`src/verilog/acdma_pkg.sv`:
```
/*
  acdma_pkg: constants and types for the first audio channel transfer
  controller (command port, extended registers, DMA and FIFO control).
  Assumes one 50 MHz clock and a host that follows the busy handshake.
*/
package acdma_pkg;

  // host port offsets
  localparam logic [3:0] PORT_SRST  = 4'h6;
  localparam logic [3:0] PORT_RDATA = 4'hA;
  localparam logic [3:0] PORT_CMD   = 4'hC;
  localparam logic [3:0] PORT_ICLR  = 4'hE;

  // extended register numbers
  localparam logic [7:0] REG_SAMPLE_DIV = 8'hA1;
  localparam logic [7:0] REG_FILTER_DIV = 8'hA2;
  localparam logic [7:0] REG_RELOAD_LO  = 8'hA4;
  localparam logic [7:0] REG_RELOAD_HI  = 8'hA5;
  localparam logic [7:0] REG_CHAN_MODE  = 8'hA8;
  localparam logic [7:0] REG_IRQ_CFG    = 8'hB1;
  localparam logic [7:0] REG_DRQ_CFG    = 8'hB2;
  localparam logic [7:0] REG_REC_VOL    = 8'hB4;
  localparam logic [7:0] REG_PB_SIGN    = 8'hB6;
  localparam logic [7:0] REG_FIFO_FMT   = 8'hB7;
  localparam logic [7:0] REG_XFER_CTL   = 8'hB8;
  localparam logic [7:0] REG_REQ_SIZE   = 8'hB9;
  localparam logic [7:0] REG_RST_VAL    = 8'h00;

  // commands
  localparam logic [7:0] CMD_EXT_EN  = 8'hC6;
  localparam logic [7:0] CMD_READ    = 8'hC0;
  localparam logic [7:0] CMD_MIX_ON  = 8'hD1;
  localparam logic [7:0] CMD_MIX_OFF = 8'hD3;

  // field positions
  localparam int SR_RESET   = 0;
  localparam int SR_FLUSH   = 1;
  localparam int XC_ENABLE  = 0;
  localparam int XC_AUTO    = 2;
  localparam int XC_REC     = 3;
  localparam int CM_MONITOR = 3;
  localparam int FF_WIDE    = 2;
  localparam int FF_STEREO  = 3;
  localparam int FF_SIGNED  = 5;
  localparam int PS_SIGN    = 7;
  localparam int CFG_ON     = 6;
  localparam int ST_BUSY    = 7;
  localparam int ST_RDRDY   = 6;
  localparam int ST_EMPTY   = 2;
  localparam int IC_RDRDY   = 7;

  // request sizes
  localparam logic [1:0] RS_DEMAND2 = 2'b01;
  localparam logic [1:0] RS_DEMAND4 = 2'b11;

  // cycle counts and full buffer fill level
  localparam logic [2:0] RST_BUSY_CYC = 3'd4;
  localparam logic [2:0] CMD_BUSY_CYC = 3'd1;
  localparam logic [1:0] BUF_FULL     = 2'd2;

  // command parser states
  typedef enum logic [1:0] {CMD_IDLE, CMD_WDATA, CMD_RADDR} acdma_cmd_st_t;

  // one host port access
  typedef struct packed {
    logic       wr;
    logic       rd;
    logic [3:0] addr;
    logic [7:0] wdata;
  } acdma_host_req_t;

  // decoded sample format
  typedef struct packed {
    logic stereo;
    logic wide;
    logic signd;
  } acdma_fmt_t;

  // whole module state
  typedef struct packed {
    acdma_cmd_st_t  cmd_st;
    logic [7:0]     reg_sel;
    logic [2:0]     busy_cnt;
    logic           ext_en;
    logic           mix_on;
    logic [7:0]     rd_data;
    logic           rd_rdy;
    logic           irq_pend;
    logic [7:0]     sample_div;
    logic [7:0]     filter_div;
    logic [7:0]     reload_lo;
    logic [7:0]     reload_hi;
    logic [7:0]     chan_mode;
    logic [7:0]     irq_cfg;
    logic [7:0]     drq_cfg;
    logic [7:0]     rec_vol;
    logic [7:0]     pb_sign;
    logic [7:0]     fifo_fmt;
    logic [7:0]     xfer_ctl;
    logic [7:0]     req_size;
    logic           fmt_phase;
    logic           active;
    logic [15:0]    count;
    logic [1:0]     beat;
    logic           drq_gap;
    logic [1:0][7:0] buf_mem;
    logic           wr_ptr;
    logic           rd_ptr;
    logic [1:0]     fill;
    logic [7:0]     rdata;
    logic           drq;
    logic [7:0]     dma_rdata;
    logic           conv_valid;
    logic [7:0]     conv_data;
    logic           adc_rdy;
    logic           irq;
    logic           mute;
    logic           dac_init;
  } acdma_state_t;

  localparam acdma_state_t ACDMA_STATE_RST = '0;

endpackage

```
`src/verilog/acdma_top.sv`:
```
/*
  acdma_top: first audio channel transfer controller. Host byte ports
  (reset, command/status, read data, interrupt clear), extended
  register file, transfer counter, DMA request logic and a two-entry
  buffer between the system DMA and the converter.
  Assumes all inputs synchronous to clock_i and a DMA controller that
  acknowledges only while the request is high.
*/
`timescale 1ns/100ps
module acdma_top
  import acdma_pkg::*;
(
  // clock, reset, enable
  input  wire logic            clock_i,
  input  wire logic            srst_i,
  input  wire logic            ce_i,
  // host byte ports
  input  wire acdma_host_req_t host_req_i,
  output logic [7:0]           host_rdata_o,
  output logic                 irq_o,
  // system dma
  output logic                 drq_o,
  input  wire logic            dack_i,
  input  wire logic [7:0]      dma_wdata_i,
  output logic [7:0]           dma_rdata_o,
  // playback converter stream
  output logic                 conv_valid_o,
  output logic [7:0]           conv_data_o,
  input  wire logic            conv_ready_i,
  // record converter stream
  input  wire logic            adc_valid_i,
  input  wire logic [7:0]      adc_data_i,
  output logic                 adc_ready_o,
  // analog control
  output logic                 mixer_in_o,
  output logic                 line_mute_o,
  output logic                 dac_init_o,
  output logic                 sign_o,
  output acdma_fmt_t           fmt_o,
  output logic [1:0]           chan_o,
  output logic [7:0]           sample_div_o,
  output logic [7:0]           filter_div_o,
  output logic [7:0]           rec_vol_o
);

  acdma_state_t s_reg;  // registered state
  acdma_state_t s_next; // next state

  // extended register read-back by number
  function automatic logic [7:0] reg_rd(input acdma_state_t q,
                                        input logic [7:0] a);
    logic [7:0] v;
    v = REG_RST_VAL;
    if (a == REG_SAMPLE_DIV) begin
      v = q.sample_div;
    end else if (a == REG_FILTER_DIV) begin
      v = q.filter_div;
    end else if (a == REG_RELOAD_LO) begin
      v = q.reload_lo;
    end else if (a == REG_RELOAD_HI) begin
      v = q.reload_hi;
    end else if (a == REG_CHAN_MODE) begin
      v = q.chan_mode;
    end else if (a == REG_IRQ_CFG) begin
      v = q.irq_cfg;
    end else if (a == REG_DRQ_CFG) begin
      v = q.drq_cfg;
    end else if (a == REG_REC_VOL) begin
      v = q.rec_vol;
    end else if (a == REG_PB_SIGN) begin
      v = q.pb_sign;
    end else if (a == REG_FIFO_FMT) begin
      v = q.fifo_fmt;
    end else if (a == REG_XFER_CTL) begin
      v = q.xfer_ctl;
    end else if (a == REG_REQ_SIZE) begin
      v = q.req_size;
    end
    return v;
  endfunction

  // next-state logic; order matters: read clears come before sets, soft reset clears last
  always_comb begin : next_state
    logic       cmd_wr;  // accepted command/data byte
    logic       rec;     // record direction
    logic       dma_go;  // honoured dma acknowledge
    logic       push;    // buffer write
    logic       pop;     // buffer read
    logic [1:0] lim;     // last beat of a burst
    logic [7:0] d;       // written byte
    logic [15:0] inc;    // counter plus one
    cmd_wr = 1'b0;
    rec = 1'b0;
    dma_go = 1'b0;
    push = 1'b0;
    pop = 1'b0;
    lim = 2'd0;
    d = host_req_i.wdata;
    inc = '0;
    s_next = s_reg;
    s_next.dac_init = 1'b0;
    s_next.rdata = REG_RST_VAL;

    // busy countdown after each accepted byte
    if (s_reg.busy_cnt != 3'd0) begin
      s_next.busy_cnt = s_reg.busy_cnt - 3'd1;
    end

    // host reads; side effects clear flags
    if (host_req_i.rd) begin
      if (host_req_i.addr == PORT_CMD) begin
        s_next.rdata[ST_BUSY] = (s_reg.busy_cnt != 3'd0);
        s_next.rdata[ST_RDRDY] = s_reg.rd_rdy;
        s_next.rdata[ST_EMPTY] = (s_reg.fill == 2'd0);
      end else if (host_req_i.addr == PORT_ICLR) begin
        s_next.rdata[IC_RDRDY] = s_reg.rd_rdy;
        s_next.irq_pend = 1'b0;
      end else if (host_req_i.addr == PORT_RDATA) begin
        s_next.rdata = s_reg.rd_data;
        s_next.rd_rdy = 1'b0;
      end
    end

    // bytes written while busy are dropped
    cmd_wr = host_req_i.wr && (host_req_i.addr == PORT_CMD)
             && (s_reg.busy_cnt == 3'd0);
    if (cmd_wr) begin
      s_next.busy_cnt = CMD_BUSY_CYC;
      case (s_reg.cmd_st)
        CMD_IDLE: begin
          if (d == CMD_EXT_EN) begin
            s_next.ext_en = 1'b1;
          end else if (d == CMD_MIX_ON) begin
            s_next.mix_on = 1'b1;
          end else if (d == CMD_MIX_OFF) begin
            s_next.mix_on = 1'b0;
          end else if (s_reg.ext_en && d == CMD_READ) begin
            s_next.cmd_st = CMD_RADDR;
          end else if (s_reg.ext_en
                       && (d[7:4] == 4'hA || d[7:4] == 4'hB)) begin
            s_next.reg_sel = d;
            s_next.cmd_st = CMD_WDATA;
          end
        end
        CMD_WDATA: begin
          s_next.cmd_st = CMD_IDLE;
          if (s_reg.reg_sel == REG_SAMPLE_DIV) begin
            s_next.sample_div = d;
          end else if (s_reg.reg_sel == REG_FILTER_DIV) begin
            s_next.filter_div = d;
          end else if (s_reg.reg_sel == REG_RELOAD_LO) begin
            s_next.reload_lo = d;
          end else if (s_reg.reg_sel == REG_RELOAD_HI) begin
            s_next.reload_hi = d;
          end else if (s_reg.reg_sel == REG_CHAN_MODE) begin
            s_next.chan_mode = d;
          end else if (s_reg.reg_sel == REG_IRQ_CFG) begin
            s_next.irq_cfg = d;
          end else if (s_reg.reg_sel == REG_DRQ_CFG) begin
            s_next.drq_cfg = d;
          end else if (s_reg.reg_sel == REG_REC_VOL) begin
            s_next.rec_vol = d;
          end else if (s_reg.reg_sel == REG_PB_SIGN) begin
            s_next.pb_sign = d;
            s_next.dac_init = 1'b1;
          end else if (s_reg.reg_sel == REG_FIFO_FMT) begin
            s_next.fifo_fmt = d;
            s_next.fmt_phase = !s_reg.fmt_phase;
            if (!s_reg.fmt_phase) begin
              s_next.dac_init = 1'b1;
            end
          end else if (s_reg.reg_sel == REG_XFER_CTL) begin
            s_next.xfer_ctl = d;
            if (d[XC_ENABLE] && !s_reg.xfer_ctl[XC_ENABLE]) begin
              s_next.active = 1'b1;
              s_next.count = {s_reg.reload_hi, s_reg.reload_lo};
              s_next.beat = 2'd0;
            end else if (!d[XC_ENABLE]) begin
              s_next.active = 1'b0;
            end
          end else if (s_reg.reg_sel == REG_REQ_SIZE) begin
            s_next.req_size = d;
          end
        end
        CMD_RADDR: begin
          s_next.rd_data = reg_rd(s_reg, d);
          s_next.rd_rdy = 1'b1;
          s_next.cmd_st = CMD_IDLE;
        end
        default: begin
          s_next.cmd_st = CMD_IDLE;
        end
      endcase
    end

    // direction decides who fills the buffer
    rec = s_reg.xfer_ctl[XC_REC];
    dma_go = dack_i && s_reg.drq && s_reg.active;
    if (rec) begin
      push = adc_valid_i && s_reg.adc_rdy;
      pop = dma_go;
    end else begin
      push = dma_go;
      pop = s_reg.conv_valid && conv_ready_i;
    end

    // two-entry buffer
    if (push) begin
      s_next.buf_mem[s_reg.wr_ptr] = rec ? adc_data_i : dma_wdata_i;
      s_next.wr_ptr = !s_reg.wr_ptr;
    end
    if (pop) begin
      s_next.rd_ptr = !s_reg.rd_ptr;
    end
    if (push && !pop) begin
      s_next.fill = s_reg.fill + 2'd1;
    end else if (pop && !push) begin
      s_next.fill = s_reg.fill - 2'd1;
    end

    if (s_reg.req_size[1:0] == RS_DEMAND2) begin
      lim = 2'd1;
    end else if (s_reg.req_size[1:0] == RS_DEMAND4) begin
      lim = 2'd3;
    end
    s_next.drq_gap = 1'b0;
    if (dma_go) begin
      if (s_reg.beat == lim) begin
        s_next.beat = 2'd0;
        s_next.drq_gap = 1'b1;
      end else begin
        s_next.beat = s_reg.beat + 2'd1;
      end
      inc = s_reg.count + 16'h0001;
      s_next.count = inc;
      if (inc == 16'h0000) begin
        s_next.irq_pend = 1'b1;
        if (s_reg.xfer_ctl[XC_AUTO]) begin
          s_next.count = {s_reg.reload_hi, s_reg.reload_lo};
        end else begin
          s_next.active = 1'b0;
        end
      end
    end

    // software reset port; acts regardless of busy
    if (host_req_i.wr && host_req_i.addr == PORT_SRST) begin
      if (d[SR_RESET]) begin
        // mixer input off, extended mode off
        s_next.ext_en = 1'b0;
        s_next.mix_on = 1'b0;
        s_next.cmd_st = CMD_IDLE;
        s_next.busy_cnt = RST_BUSY_CYC;
        s_next.rd_rdy = 1'b0;
        s_next.irq_pend = 1'b0;
        s_next.active = 1'b0;
        s_next.fmt_phase = 1'b0;
        s_next.chan_mode = REG_RST_VAL;
        s_next.xfer_ctl = REG_RST_VAL;
        s_next.req_size = REG_RST_VAL;
        s_next.fifo_fmt = REG_RST_VAL;
        s_next.pb_sign = REG_RST_VAL;
        s_next.irq_cfg = REG_RST_VAL;
        s_next.drq_cfg = REG_RST_VAL;
      end
      if (d[SR_FLUSH]) begin
        s_next.fill = 2'd0;
        s_next.wr_ptr = 1'b0;
        s_next.rd_ptr = 1'b0;
      end
    end

    // registered outputs from the settled next state
    rec = s_next.xfer_ctl[XC_REC];
    s_next.drq = s_next.active && s_next.drq_cfg[CFG_ON]
                 && !s_next.drq_gap
                 && (rec ? (s_next.fill != 2'd0)
                         : (s_next.fill != BUF_FULL));
    s_next.dma_rdata = s_next.buf_mem[s_next.rd_ptr];
    s_next.conv_valid = !rec && (s_next.fill != 2'd0);
    s_next.conv_data = s_next.buf_mem[s_next.rd_ptr];
    s_next.adc_rdy = rec && (s_next.fill != BUF_FULL);
    s_next.irq = s_next.irq_pend && s_next.irq_cfg[CFG_ON];
    s_next.mute = rec && !s_next.chan_mode[CM_MONITOR];
  end

  // state register; clock enable freezes everything
  always_ff @(posedge clock_i) begin : state_reg
    if (srst_i) begin
      s_reg <= ACDMA_STATE_RST;
    end else if (ce_i) begin
      s_reg <= s_next;
    end
  end

  // outputs straight from state flops
  assign host_rdata_o = s_reg.rdata;
  assign irq_o        = s_reg.irq;
  assign drq_o        = s_reg.drq;
  assign dma_rdata_o  = s_reg.dma_rdata;
  assign conv_valid_o = s_reg.conv_valid;
  assign conv_data_o  = s_reg.conv_data;
  assign adc_ready_o  = s_reg.adc_rdy;
  assign mixer_in_o   = s_reg.mix_on;
  assign line_mute_o  = s_reg.mute;
  assign dac_init_o   = s_reg.dac_init;
  assign sign_o       = s_reg.pb_sign[PS_SIGN];
  // format fields of the last written value
  assign fmt_o        = '{stereo: s_reg.fifo_fmt[FF_STEREO],
                          wide:   s_reg.fifo_fmt[FF_WIDE],
                          signd:  s_reg.fifo_fmt[FF_SIGNED]};
  assign chan_o       = s_reg.chan_mode[1:0];
  assign sample_div_o = s_reg.sample_div;
  assign filter_div_o = s_reg.filter_div;
  assign rec_vol_o    = s_reg.rec_vol;
endmodule // acdma_top

```
`config.mk`:
```
export PLATFORM = sky130hd
export DESIGN_NAME = acdma_top
export DESIGN_NICKNAME = d
export VERILOG_FILES = /design/src/verilog/acdma_pkg.sv /design/src/verilog/acdma_top.sv
export SDC_FILE = /design/constraint.sdc
export NUM_CORES = 1
export LEC_CHECK = 0
export BUFFER_PORTS_ARGS = -buffer_cell sky130_fd_sc_hd__buf_2
export CAP_MARGIN = 20
export CORE_ASPECT_RATIO = 2
export CORE_UTILIZATION = 56
export CTS_CLUSTER_DIAMETER = 30
export DETAILED_ROUTE_END_ITERATION = 8
export GPL_TIMING_DRIVEN = 0
export HOLD_SLACK_MARGIN = 0.12
export PLACE_DENSITY = 0.81
export SYNTH_ARGS = -nofsm -noshare
export SYNTH_HDL_FRONTEND = slang
export SYNTH_SLANG_ARGS = --single-unit
```
`constraint.sdc`:
```
create_clock -name clock_i -period 4.18 [get_ports clock_i]
set_clock_uncertainty 0.2 [all_clocks]
set_input_delay 0.418 -clock clock_i [delete_from_list [all_inputs] [get_ports clock_i]]
set_output_delay 0.418 -clock clock_i [all_outputs]
set_load 0.1 [all_outputs]
```
---- Word level (Yosys, flattened, before mapping) ----
Index checks and enable logic that the tools add are counted.
storage, ports and cells
  register bits ........................... 183
  memory bits (read-only) ................. 0
  bits in latches ......................... 0
  output and inout bits ................... 61
  bits of input ports ..................... 36
  memories ................................ 0
  bits in writable memories ............... 0
  word-level logic and storage cells ...... 270
cells by class
  $mul .................................... 0
  add/sub/neg operators ................... 5
  shift operators ......................... 0
  div/mod/pow operators ................... 0
  bitwise logic cells ..................... 11
  reduce and logical (&&, ||, !) cells .... 48
  $lt $le $gt $ge ......................... 3
  eq/ne operators ......................... 50
  multiplexer cells ....................... 116
operators by type and width
  operator               count
  $mux 84                6
  $mux 8                 29
  $eq 8x8->1 const B     28
  $mux 76                1
  $mux 24                3
  $mux 34                2
  $mux 68                1
  $mux 60                1
  $mux 52                1
  $mux 44                1
  $mux 10                4
  $mux 19                2
  $mux 17                2
  $mux 1                 33
  $mux 16                2
  $mux 2                 16
  $ne 2x2->1 const B     11
  $eq 4x4->1 const B     5
  $logic_and 1x1->1      20
  $mux 20                1
  $mux 18                1
  $add 16x1->16 const B  1
  $bwmux 16              1
  $logic_not 16->1       1
  30 further kinds       60

---- Logic depth before layout (Yosys ltp) ----
Gate-level depths: netlist (run 1).
  depth after elaboration ................. 24
  mapped depth ............................ 12

---- Least setup slack after synthesis (run 1) ----
No wires, ideal clock.
  path kind ............................... register to register
  from .................................... reg s_reg (netlist bit drq_o)
  to ...................................... reg s_reg (netlist bit conv_data_o[4])
  clock period less this slack ............ 3.245 ns
  stages on the path, launching flop included .. 9
  library setup time ...................... 0.132 ns
  arrival time ............................ 2.914 ns
  path slack .............................. 0.935 ns
  cells stage by stage .................... dfxtp_1 nand3_1 mux2i_1 xnor2_1 nor2_1 clkbuf_1 a211oi_1 a211oi_1 nor3_1
on the way
  longest elaborated chain between the ends .. 8
RTL lines
  element                                         line              RTL
  start, declared                                 acdma_top.sv:46   acdma_state_t s_reg;
  start signal, assigned                          acdma_top.sv:292  s_reg <= s_next;
  $logic_and 1x1->1 (*) (2 in series)             acdma_top.sv:198  dma_go = dack_i && s_reg.drq && s_reg.active;
  $mux 1                                          acdma_top.sv:199  if (rec) begin
  $mux 1                                          acdma_top.sv:212  if (pop) begin
  $mux 4                                          acdma_top.sv:266  if (d[SR_FLUSH]) begin
  $mux 4                                          acdma_top.sv:247  if (host_req_i.wr && host_req_i.addr == PORT_SRST) begin
  $mux 8 (not written as such) (*) (2 in series)  acdma_top.sv:281  s_next.conv_data = s_next.buf_mem[s_next.rd_ptr];
Mark *: on every way between the ends. The rest lies on a longest branch, timed or not. The select of a mux whose other input is x is not followed.
A chain may end at the register's enable or synchronous reset.

---- Worst setup path in the final report (run 1) ----
  from .................................... reg s_reg[179] (netlist name)
  to ...................................... reg s_reg (netlist bit sample_div_o[5])
on the way
  longest elaborated chain between the ends .. 3
RTL lines
  element                            line              RTL
  $logic_not 3->1                    acdma_top.sv:126  && (s_reg.busy_cnt == 3'd0);
  $logic_and 1x1->1                  acdma_top.sv:126
  $reduce_and 4->1 (no source line)  -
No other way between the ends.

==> metrics.txt, run 1 <==
clk slew on worst S/H paths=0.08 ns; First-pass DRT Iterations=7; Ant. Diodes=0; detail-routed via count per cell=6.359; CP cell instances=inv_1, ha_1, ha_1, nand4b_1, or2_2, clkbuf_1, nor3_1, nand3_1, nor3_2, mux2i_1, nor2_1; Max IR drop VDD=293.0 µV; residual DRC count=0; met2 global-route usage=64.21%; Root Buffer=clkbuf_16; Slew headroom=22.61%; fraction of layout cells with a size suffix above 1=16.42%; M1 GR Usage=36.61%; Hold Vio Cnt, Final=0; fin util=64.87%; Worst-Skew Late Latency=0.45 ns; Post-synth EDFFs=0; CP max FO=10; CTS tree=yes; Setup Buffers After CTS=0; first-pass GRT wire length=48.75 mm; element type at the critical path start=flip-flop; HPWL Detailed=23.85 mm; Avg Cell Area, Syn=8.116 µm²; setup_tns=0 ns; Post-CTS Resized=0; RSZ-0062 raised after global routing=false; leakage=4.045 nW; Cells after Synth=1181; dpl cells=1478; Die Wd=94.51 µm; Synth area leaders=dfxtp_1 38%, nor2_1 8.3%, mux2i_1 6.9%; grt peak-use layer=met2; row count=67; R2R depth=11; CP peak stage delay=0.87 ns; GR Overflow Total=0; leading area contributor after synthesis=dfxtp_1; Die Ht=187.0 µm; ANT nets after route=0; Hold Path Stages=3; Filler cells=1510; Mapped Area=0.009585 mm²; fin crit share=87.52%; Pwr Density=331.7 mW/mm²; max-cap violations=0; top_reg_cell synth=dfxtp_1; vias=9602; Area Overhead vs Synth=13.47%; I/O Pins=97; Post-CTS Hold Buffers=0; DR WL/cell=21.03 µm; initial DRC count=786; synth unique cells=75; CP Data Arrival Time=3.76 ns; YS warnings=0; Worst-Margin Slew=1.150 ns; fin cells=1510; largest net degree at the start of global routing=20; vias in the first global route=9145; total power=0.003607 W; minimum clock period=3.658 ns; CTS H-Tree Depth=4; Crit path required time=4.28 ns; Slowest-stage cell, CP=nor3_2; final wirelength=31.76 mm; Post-Syn Nets=1224; initial antenna violation count=0; pre-CTS setup slack=0.3383 ns; All-Layer GR Usage=36.45%; Clock Path Buffers=2; critical path class=reg2reg; register area share after synthesis=38.22%; post-synth top area share=38.22%; commonest non-fill, non-tap cells in the layout=213 x nor2_1, 183 x dfxtp_1, 96 x buf_2; commonest non-fill, non-tap cell in the layout=nor2_1; met3 GRT Util=6.220%; die area=0.01768 mm²; Slew Viols, Final=0; Hold Path Class=in2reg; Top cell by count, worst path=ha_1; Yosys reg bits=183; fraction of registers with async set/reset=0%; Layout Nets=1333; max FFs per register=130; Final Setup Violations=0; worst setup margin=0.5218 ns; Achievable Freq=273.4 MHz; I/O Buffers=90; RePlAce Congestion=0.9953; CTS Sinks=183; outcome=completed; CTS Buf Count=17; core box area=0.01677 mm²; Initial Util=57.17%; Crit. End Element=flip-flop
path summary, 6_finish.rpt:
check | startpoint | to | slack, ns
worst min-delay path | srst_i | drq_o | 0.18
worst min register to register | s_reg[172] | s_reg[172] | 0.26
worst max register to register | s_reg[179] | sample_div_o[5] | 0.52
worst max-delay path | s_reg[179] | sample_div_o[5] | 0.52
logic make-up after synthesis:
logic type / share of synthesized area, %
and+or+nand+nor: 22.29
AOI/OAI and AO/OA: 20.17
DFF: 38.22
buffers and inverters: 9.124
muxes: 7.362
xor gates and xnor gates: 1.919
adders and majority gates: 0.9137
routing by layer:
layer	vias to the layer above	share of wire, %
met3	174	6.1
li1	4398	-
met4	0	8.5
met1	4516	34
met5	-	0
met2	514	51
worst max-delay path: cells and delay by family, from the launching register on:
family | cells | cell delay, ns
mux | 1 | 0.27
simple gates | 6 | 1.95
buf+inv | 2 | 0.34
flops | 1 | 0.30
fa+ha+maj | 2 | 0.44
cell usage after synthesis (all sizes together) (4+ instances only):
cell type	count
and2	4
inv	25
a21oi	58
nand2b	11
dfxtp	183
xnor2	14
buf	72
o311ai	6
and3	6
nand4	10
a22oi	72
nand2	69
a222oi	5
nand3	15
a31oi	4
clkbuf	74
a221oi	4
a211oi	39
nor2	214
nor4	11
xor2	7
or3	8
nor2b	6
a32oi	4
and4	4
nand4b	4
ha	7
nor3b	4
mux2	4
o22ai	11
nand3b	4
o21ai	52
nor3	56
mux2i	66
stage by stage:
stage          area [µm²]  hold slack, ns
2_1_floorplan        9585          0.2255
3_3_place_gp        10290          0.2412
3_5_place_dp        10290          0.2457
4_1_cts             10880          0.1552
5_1_grt             10880          0.1761
6_report            10880          0.1792
area by class of cell:
cell class | instances | area, µm² | area share [%]
buffer | 146 | 780.7 | 7.178
sequential | 183 | 3664 | 33.68
inverter | 25 | 93.84 | 0.8628
timing repair buffer | 90 | 450.4 | 4.141
clock buffer | 17 | 425.4 | 3.911
tap | 207 | 259.0 | 2.381
clock inverter | 15 | 156.4 | 1.438
multi-input combinational | 827 | 5047 | 46.41
power by group:
group          switching [W]  total, W  internal [W]
clock               0.000801   0.00160      0.000800
combinational       0.000196  0.000255     0.0000580
sequential        0.00000392   0.00175       0.00175
total                0.00100   0.00361       0.00261
(Power assumes the default switching activity.)
==> inputs of run 2 (changes only) <==
MAX_ROUTING_LAYER = met4   (was unset)
==> run 2 against run 1 <==
Compared with the run above: global-route usage is 2.0 points higher; sequential share of layout area is 0.097 points lower; first-iteration DRC count is 1.1% lower; wire length is 1.1% higher; highest routed layer unchanged; combinational power hardly changed.
==> metrics.txt, run 2 (synthesis results as in run 1) <==
CP peak stage delay=0.88 ns; Pwr Density=337.0 mW/mm²; core box area=0.01677 mm²; DR WL/cell=21.25 µm; Top cell by count, worst path=ha_1; detail-routed via count per cell=6.257; Comb power frac=6.9%; element type at the critical path start=flip-flop; CTS tree=yes; Area Overhead vs Synth=13.80%; P_sw=0.001010 W; max FFs per register=130; Max IR drop VDD=383.6 µV; RSZ-0062 raised after global routing=false; vias=9455; R2R depth=11; M1 GR Usage=38.22%; RePlAce Congestion=0.9838; Initial Util=57.17%; Post-CTS Hold Buffers=0; setup_tns=0 ns; commonest non-fill, non-tap cell in the layout=nor2_1; initial antenna violation count=0; Setup Buffers After CTS=0; Worst-Skew Late Latency=0.45 ns; row count=67; commonest non-fill, non-tap cells in the layout=213 x nor2_1, 183 x dfxtp_1, 96 x buf_2; Filler cells=1476; clk slew on worst S/H paths=0.07 ns; Seq pwr share=47.7%; Slew headroom=21.75%; largest net degree at the start of global routing=20; Root Buffer=clkbuf_16; CP Data Arrival Time=3.82 ns; Hold Path Stages=3; Crit path required time=4.30 ns; first-pass GRT wire length=49.90 mm; total power=0.003676 W; clock power share=45.4%; final wirelength=32.10 mm; max-cap violations=0; Crit. End Element=flip-flop; leakage=4.054 nW; residual DRC count=0; outcome=completed; GR Overflow Total=0; die area=0.01768 mm²; Layout Nets=1334; Die Ht=187.0 µm; All-Layer GR Usage=38.41%; grt peak-use layer=met2; Int Pwr=0.002666 W; minimum clock period=3.700 ns; Hold Vio Cnt, Final=0; HPWL Detailed=24.10 mm; I/O Pins=97; met2 global-route usage=66.33%; Seq. cell area=0.003664 mm²; Worst-Margin Slew=1.165 ns; Slowest-stage cell, CP=nor3_2; Clock Path Buffers=2; First-pass DRT Iterations=5; vias in the first global route=9208; Die Wd=94.51 µm; CP max FO=10; CTS Buf Count=17; Hold Path Class=in2reg; ANT nets after route=0; CTS Sinks=183; Slew Viols, Final=0; met3 GRT Util=5.488%; CTS H-Tree Depth=4; Post-CTS Resized=0; Ant. Diodes=0; critical path class=reg2reg; Achievable Freq=270.2 MHz; I/O Buffers=90; footprint of the multi-input gates=0.005047 mm²; CP cell instances=inv_1, ha_1, ha_1, nand4b_1, or2_2, clkbuf_1, nor3_1, nand3_1, nor3_2, mux2i_1, nor2_1; fraction of layout cells with a size suffix above 1=16.41%; Sw Share=27.47%; initial DRC count=777; Final Setup Violations=0; fin crit share=88.53%
run 2: cell type report:
class / instances / area share, %
inverter: 25 / 0.8603
clock buffer: 17 / 3.900
multi-input combinational: 827 / 46.27
tap: 207 / 2.374
timing repair buffer: 91 / 4.244
clock inverter: 15 / 1.606
sequential: 183 / 33.59
buffer: 146 / 7.158
run 2: path summary, 6_finish.rpt:
path / slack [ns] / startpoint / end
max reg2reg: 0.48 / s_reg[179] / sample_div_o[5]
max: 0.48 / s_reg[179] / sample_div_o[5]
min: 0.18 / srst_i / drq_o
min reg2reg: 0.26 / s_reg[173] / s_reg[173]
run 2: power groups by stage:
stage | Sequential [W] | Combinational [W] | Clock [W]
after global routing | 0.00175 | 0.000268 | 0.00175
after floorplan | 0.00179 | 0.000164 | 0
final | 0.00175 | 0.000254 | 0.00167
after detailed placement | 0.00179 | 0.000248 | 0
after global placement | 0.00179 | 0.000246 | 0
after CTS | 0.00175 | 0.000249 | 0.00167
run 2: metrics by stage:
stage / worst slack [ns] / instances / area, µm² / hold slack, ns / util (%)
6_report: 0.4796 / 1511 / 10910 / 0.1784 / 65.06
5_1_grt: 0.3877 / 1511 / 10910 / 0.1760 / 65.06
4_1_cts: 0.5473 / 1510 / 10900 / 0.1758 / 64.99
3_5_place_dp: 0.3956 / 1478 / 10290 / 0.2470 / 61.40
3_3_place_gp: 0.3578 / 1478 / 10290 / 0.2385 / 61.40
2_1_floorplan: 0.9346 / 1181 / 9585 / 0.2255 / -
run 2: layer usage:
layer	part of all wire [%]	vias to the layer above
met2	52	490
met1	34	4416
met5	0	-
met4	7.4	0
li1	-	4391
met3	6.5	158
run 2: critical path: cells and delay by family, from the launching register on:
family / cells / cell delay, ns
flip-flops: 1 / 0.30
buffers and inverters: 2 / 0.33
multiplexers: 1 / 0.31
adder cells (fa/ha/maj): 2 / 0.46
AND/OR/NAND/NOR: 6 / 1.97
==> inputs of run 3 (changes only) <==
==> constraint.sdc (replaced) <==
create_clock -name clock_i -period 4.18 [get_ports clock_i]
set_clock_uncertainty 0.2 [all_clocks]
set_input_delay 0.209 -clock clock_i [delete_from_list [all_inputs] [get_ports clock_i]]
set_output_delay 0.209 -clock clock_i [all_outputs]
set_load 0.1 [all_outputs]
==> run 3 against run 2 <==
Compared with the run above: wire length rose by 1.8%; global-route usage is 0.77 points higher; maximum frequency shrank 5.4%; sequential share of layout area decreased by 0.78 points; critical path type is now in2reg; critical endpoint is now s_reg[173]; highest routed layer unchanged.
==> metrics.txt, run 3 (synthesis results as in run 1) <==
outcome=completed; Setup Buffers After CTS=0; CTS H-Tree Depth=4; Crit. path cell count=8; All-Layer GR Usage=39.18%; Hold Path Class=in2reg; Initial Util=57.17%; row count=67; die area=0.01768 mm²; First-pass DRT Iterations=8; max FFs per register=130; I/O Buffers=90; first-pass GRT wire length=50.92 mm; dpl cells=1478; leakage=4.165 nW; commonest non-fill, non-tap cell in the layout=nor2_1; CP peak stage delay=0.99 ns; CTS Sinks=183; Hold Path Stages=5; CP Data Arrival Time=4.03 ns; Area Overhead vs Synth=16.51%; commonest non-fill, non-tap cells in the layout=213 x nor2_1, 183 x dfxtp_1, 96 x buf_2; Slew headroom=22.35%; CP max FO=10; fin crit share=93.59%; Die Wd=94.51 µm; fraction of layout cells with a size suffix above 1=16.09%; Root Buffer=clkbuf_16; critical path class=in2reg; Crit path required time=4.29 ns; minimum clock period=3.912 ns; Slowest-stage cell, CP=nor4_1; I/O Pins=97; CP top delay family=simple AND/OR/NAND/NOR gates; fin util=66.61%; RSZ-0062 raised after global routing=false; Slew Viols, Final=0; fin cells=1537; final wirelength=32.68 mm; detail-routed via count per cell=6.281; Post-CTS Hold Buffers=26; largest net degree at the start of global routing=20; Hold Vio Cnt, Final=0; max-cap violations=0; Max IR drop VDD=384.2 µV; Worst-Skew Late Latency=0.45 ns; GR Overflow Total=0; Post-CTS Resized=0; Pwr Density=331.6 mW/mm²; residual DRC count=0; initial DRC count=906; Die Ht=187.0 µm; clk slew on worst S/H paths=0.08 ns; worst hold margin=0.1201 ns; vias in the first global route=9487; CTS Buf Count=17; Final Setup Violations=0; DR WL/cell=21.26 µm; CTS tree=yes; vias=9654; setup_tns=0 ns; Buf+Inv Stages, Crit Path=3; RePlAce Congestion=0.9838; R2R depth=11; initial antenna violation count=0; area post-placement=0.01029 mm²; Achievable Freq=255.6 MHz; Ant. Diodes=0; Top cell by count, worst path=clkbuf_1; HPWL Detailed=24.10 mm; Layout Nets=1360; Clock Path Buffers=2; Worst-Margin Slew=1.156 ns; fin area=0.01117 mm²; core box area=0.01677 mm²; Crit. End Element=flip-flop; element type at the critical path start=input pin; ANT nets after route=0; CP cell instances=dlygate4sd3_1, clkbuf_1, nand4b_1, nor4_1, clkbuf_1, nor3_1, o311ai_0, a21oi_1
-- run 3: cell count changes in the layout (fill, tap and decap cells not counted), sizes merged --
| cell | before | now |
|---|---|---|
| dlygate4sd3 | 0 | 26 |
-- run 3: tightest hold or removal path, delay by kind of cell --
| family | cells | cell delay (ns) |
|---|---|---|
| buf+inv | 1 | 0.07 |
| compound gates | 2 | 0.23 |
| simple gates | 1 | 0.12 |
| mux | 1 | 0.09 |
-- run 3: metrics by stage --
| stage | power [W] | setup WS [ns] |
|---|---|---|
| CTS | 0.003694 | 0.4204 |
| detailed placement | 0.002041 | 0.5534 |
| global route | 0.003795 | 0.1415 |
| global placement | 0.002039 | 0.5668 |
| floorplan | 0.001956 | 0.9346 |
| finish | 0.003703 | 0.2678 |
-- run 3: worst paths after layout --
path | start | end | slack [ns]
max reg2reg | s_reg[179] | sample_div_o[5] | 0.48
min reg2reg | s_reg[173] | s_reg[173] | 0.26
max | host_req_i[4] | s_reg[173] | 0.27
min | adc_data_i[5] | conv_data_o[5] | 0.12
-- run 3: routing by layer --
layer / up-vias / track usage (%) / share of wire, %
met1: 4508 / 38.41 / 34
li1: 4443 / - / -
met5: - / - / 0
met2: 524 / 67.08 / 52
met3: 179 / 6.260 / 6.4
met4: 0 / 29.78 / 8.0
-- run 3: area by class of cell --
class | instances | area, µm²
flip-flops and latches | 183 | 3664
clock inverters | 15 | 175.2
well taps | 207 | 259.0
plain buffers | 146 | 780.7
clock buffers | 17 | 425.4
fillers | 1439 | 5598
multi-input cells | 827 | 5047
inverters | 25 | 93.84
repair buffers | 117 | 723.2
-- run 3: power breakdown --
part	internal [W]	leakage (nW)	switching, W
logic	0.0000745	2.40	0.000201
registers	0.00175	1.47	0.00000386
clock network	0.000860	0.290	0.000816
total	0.00268	4.17	0.00102
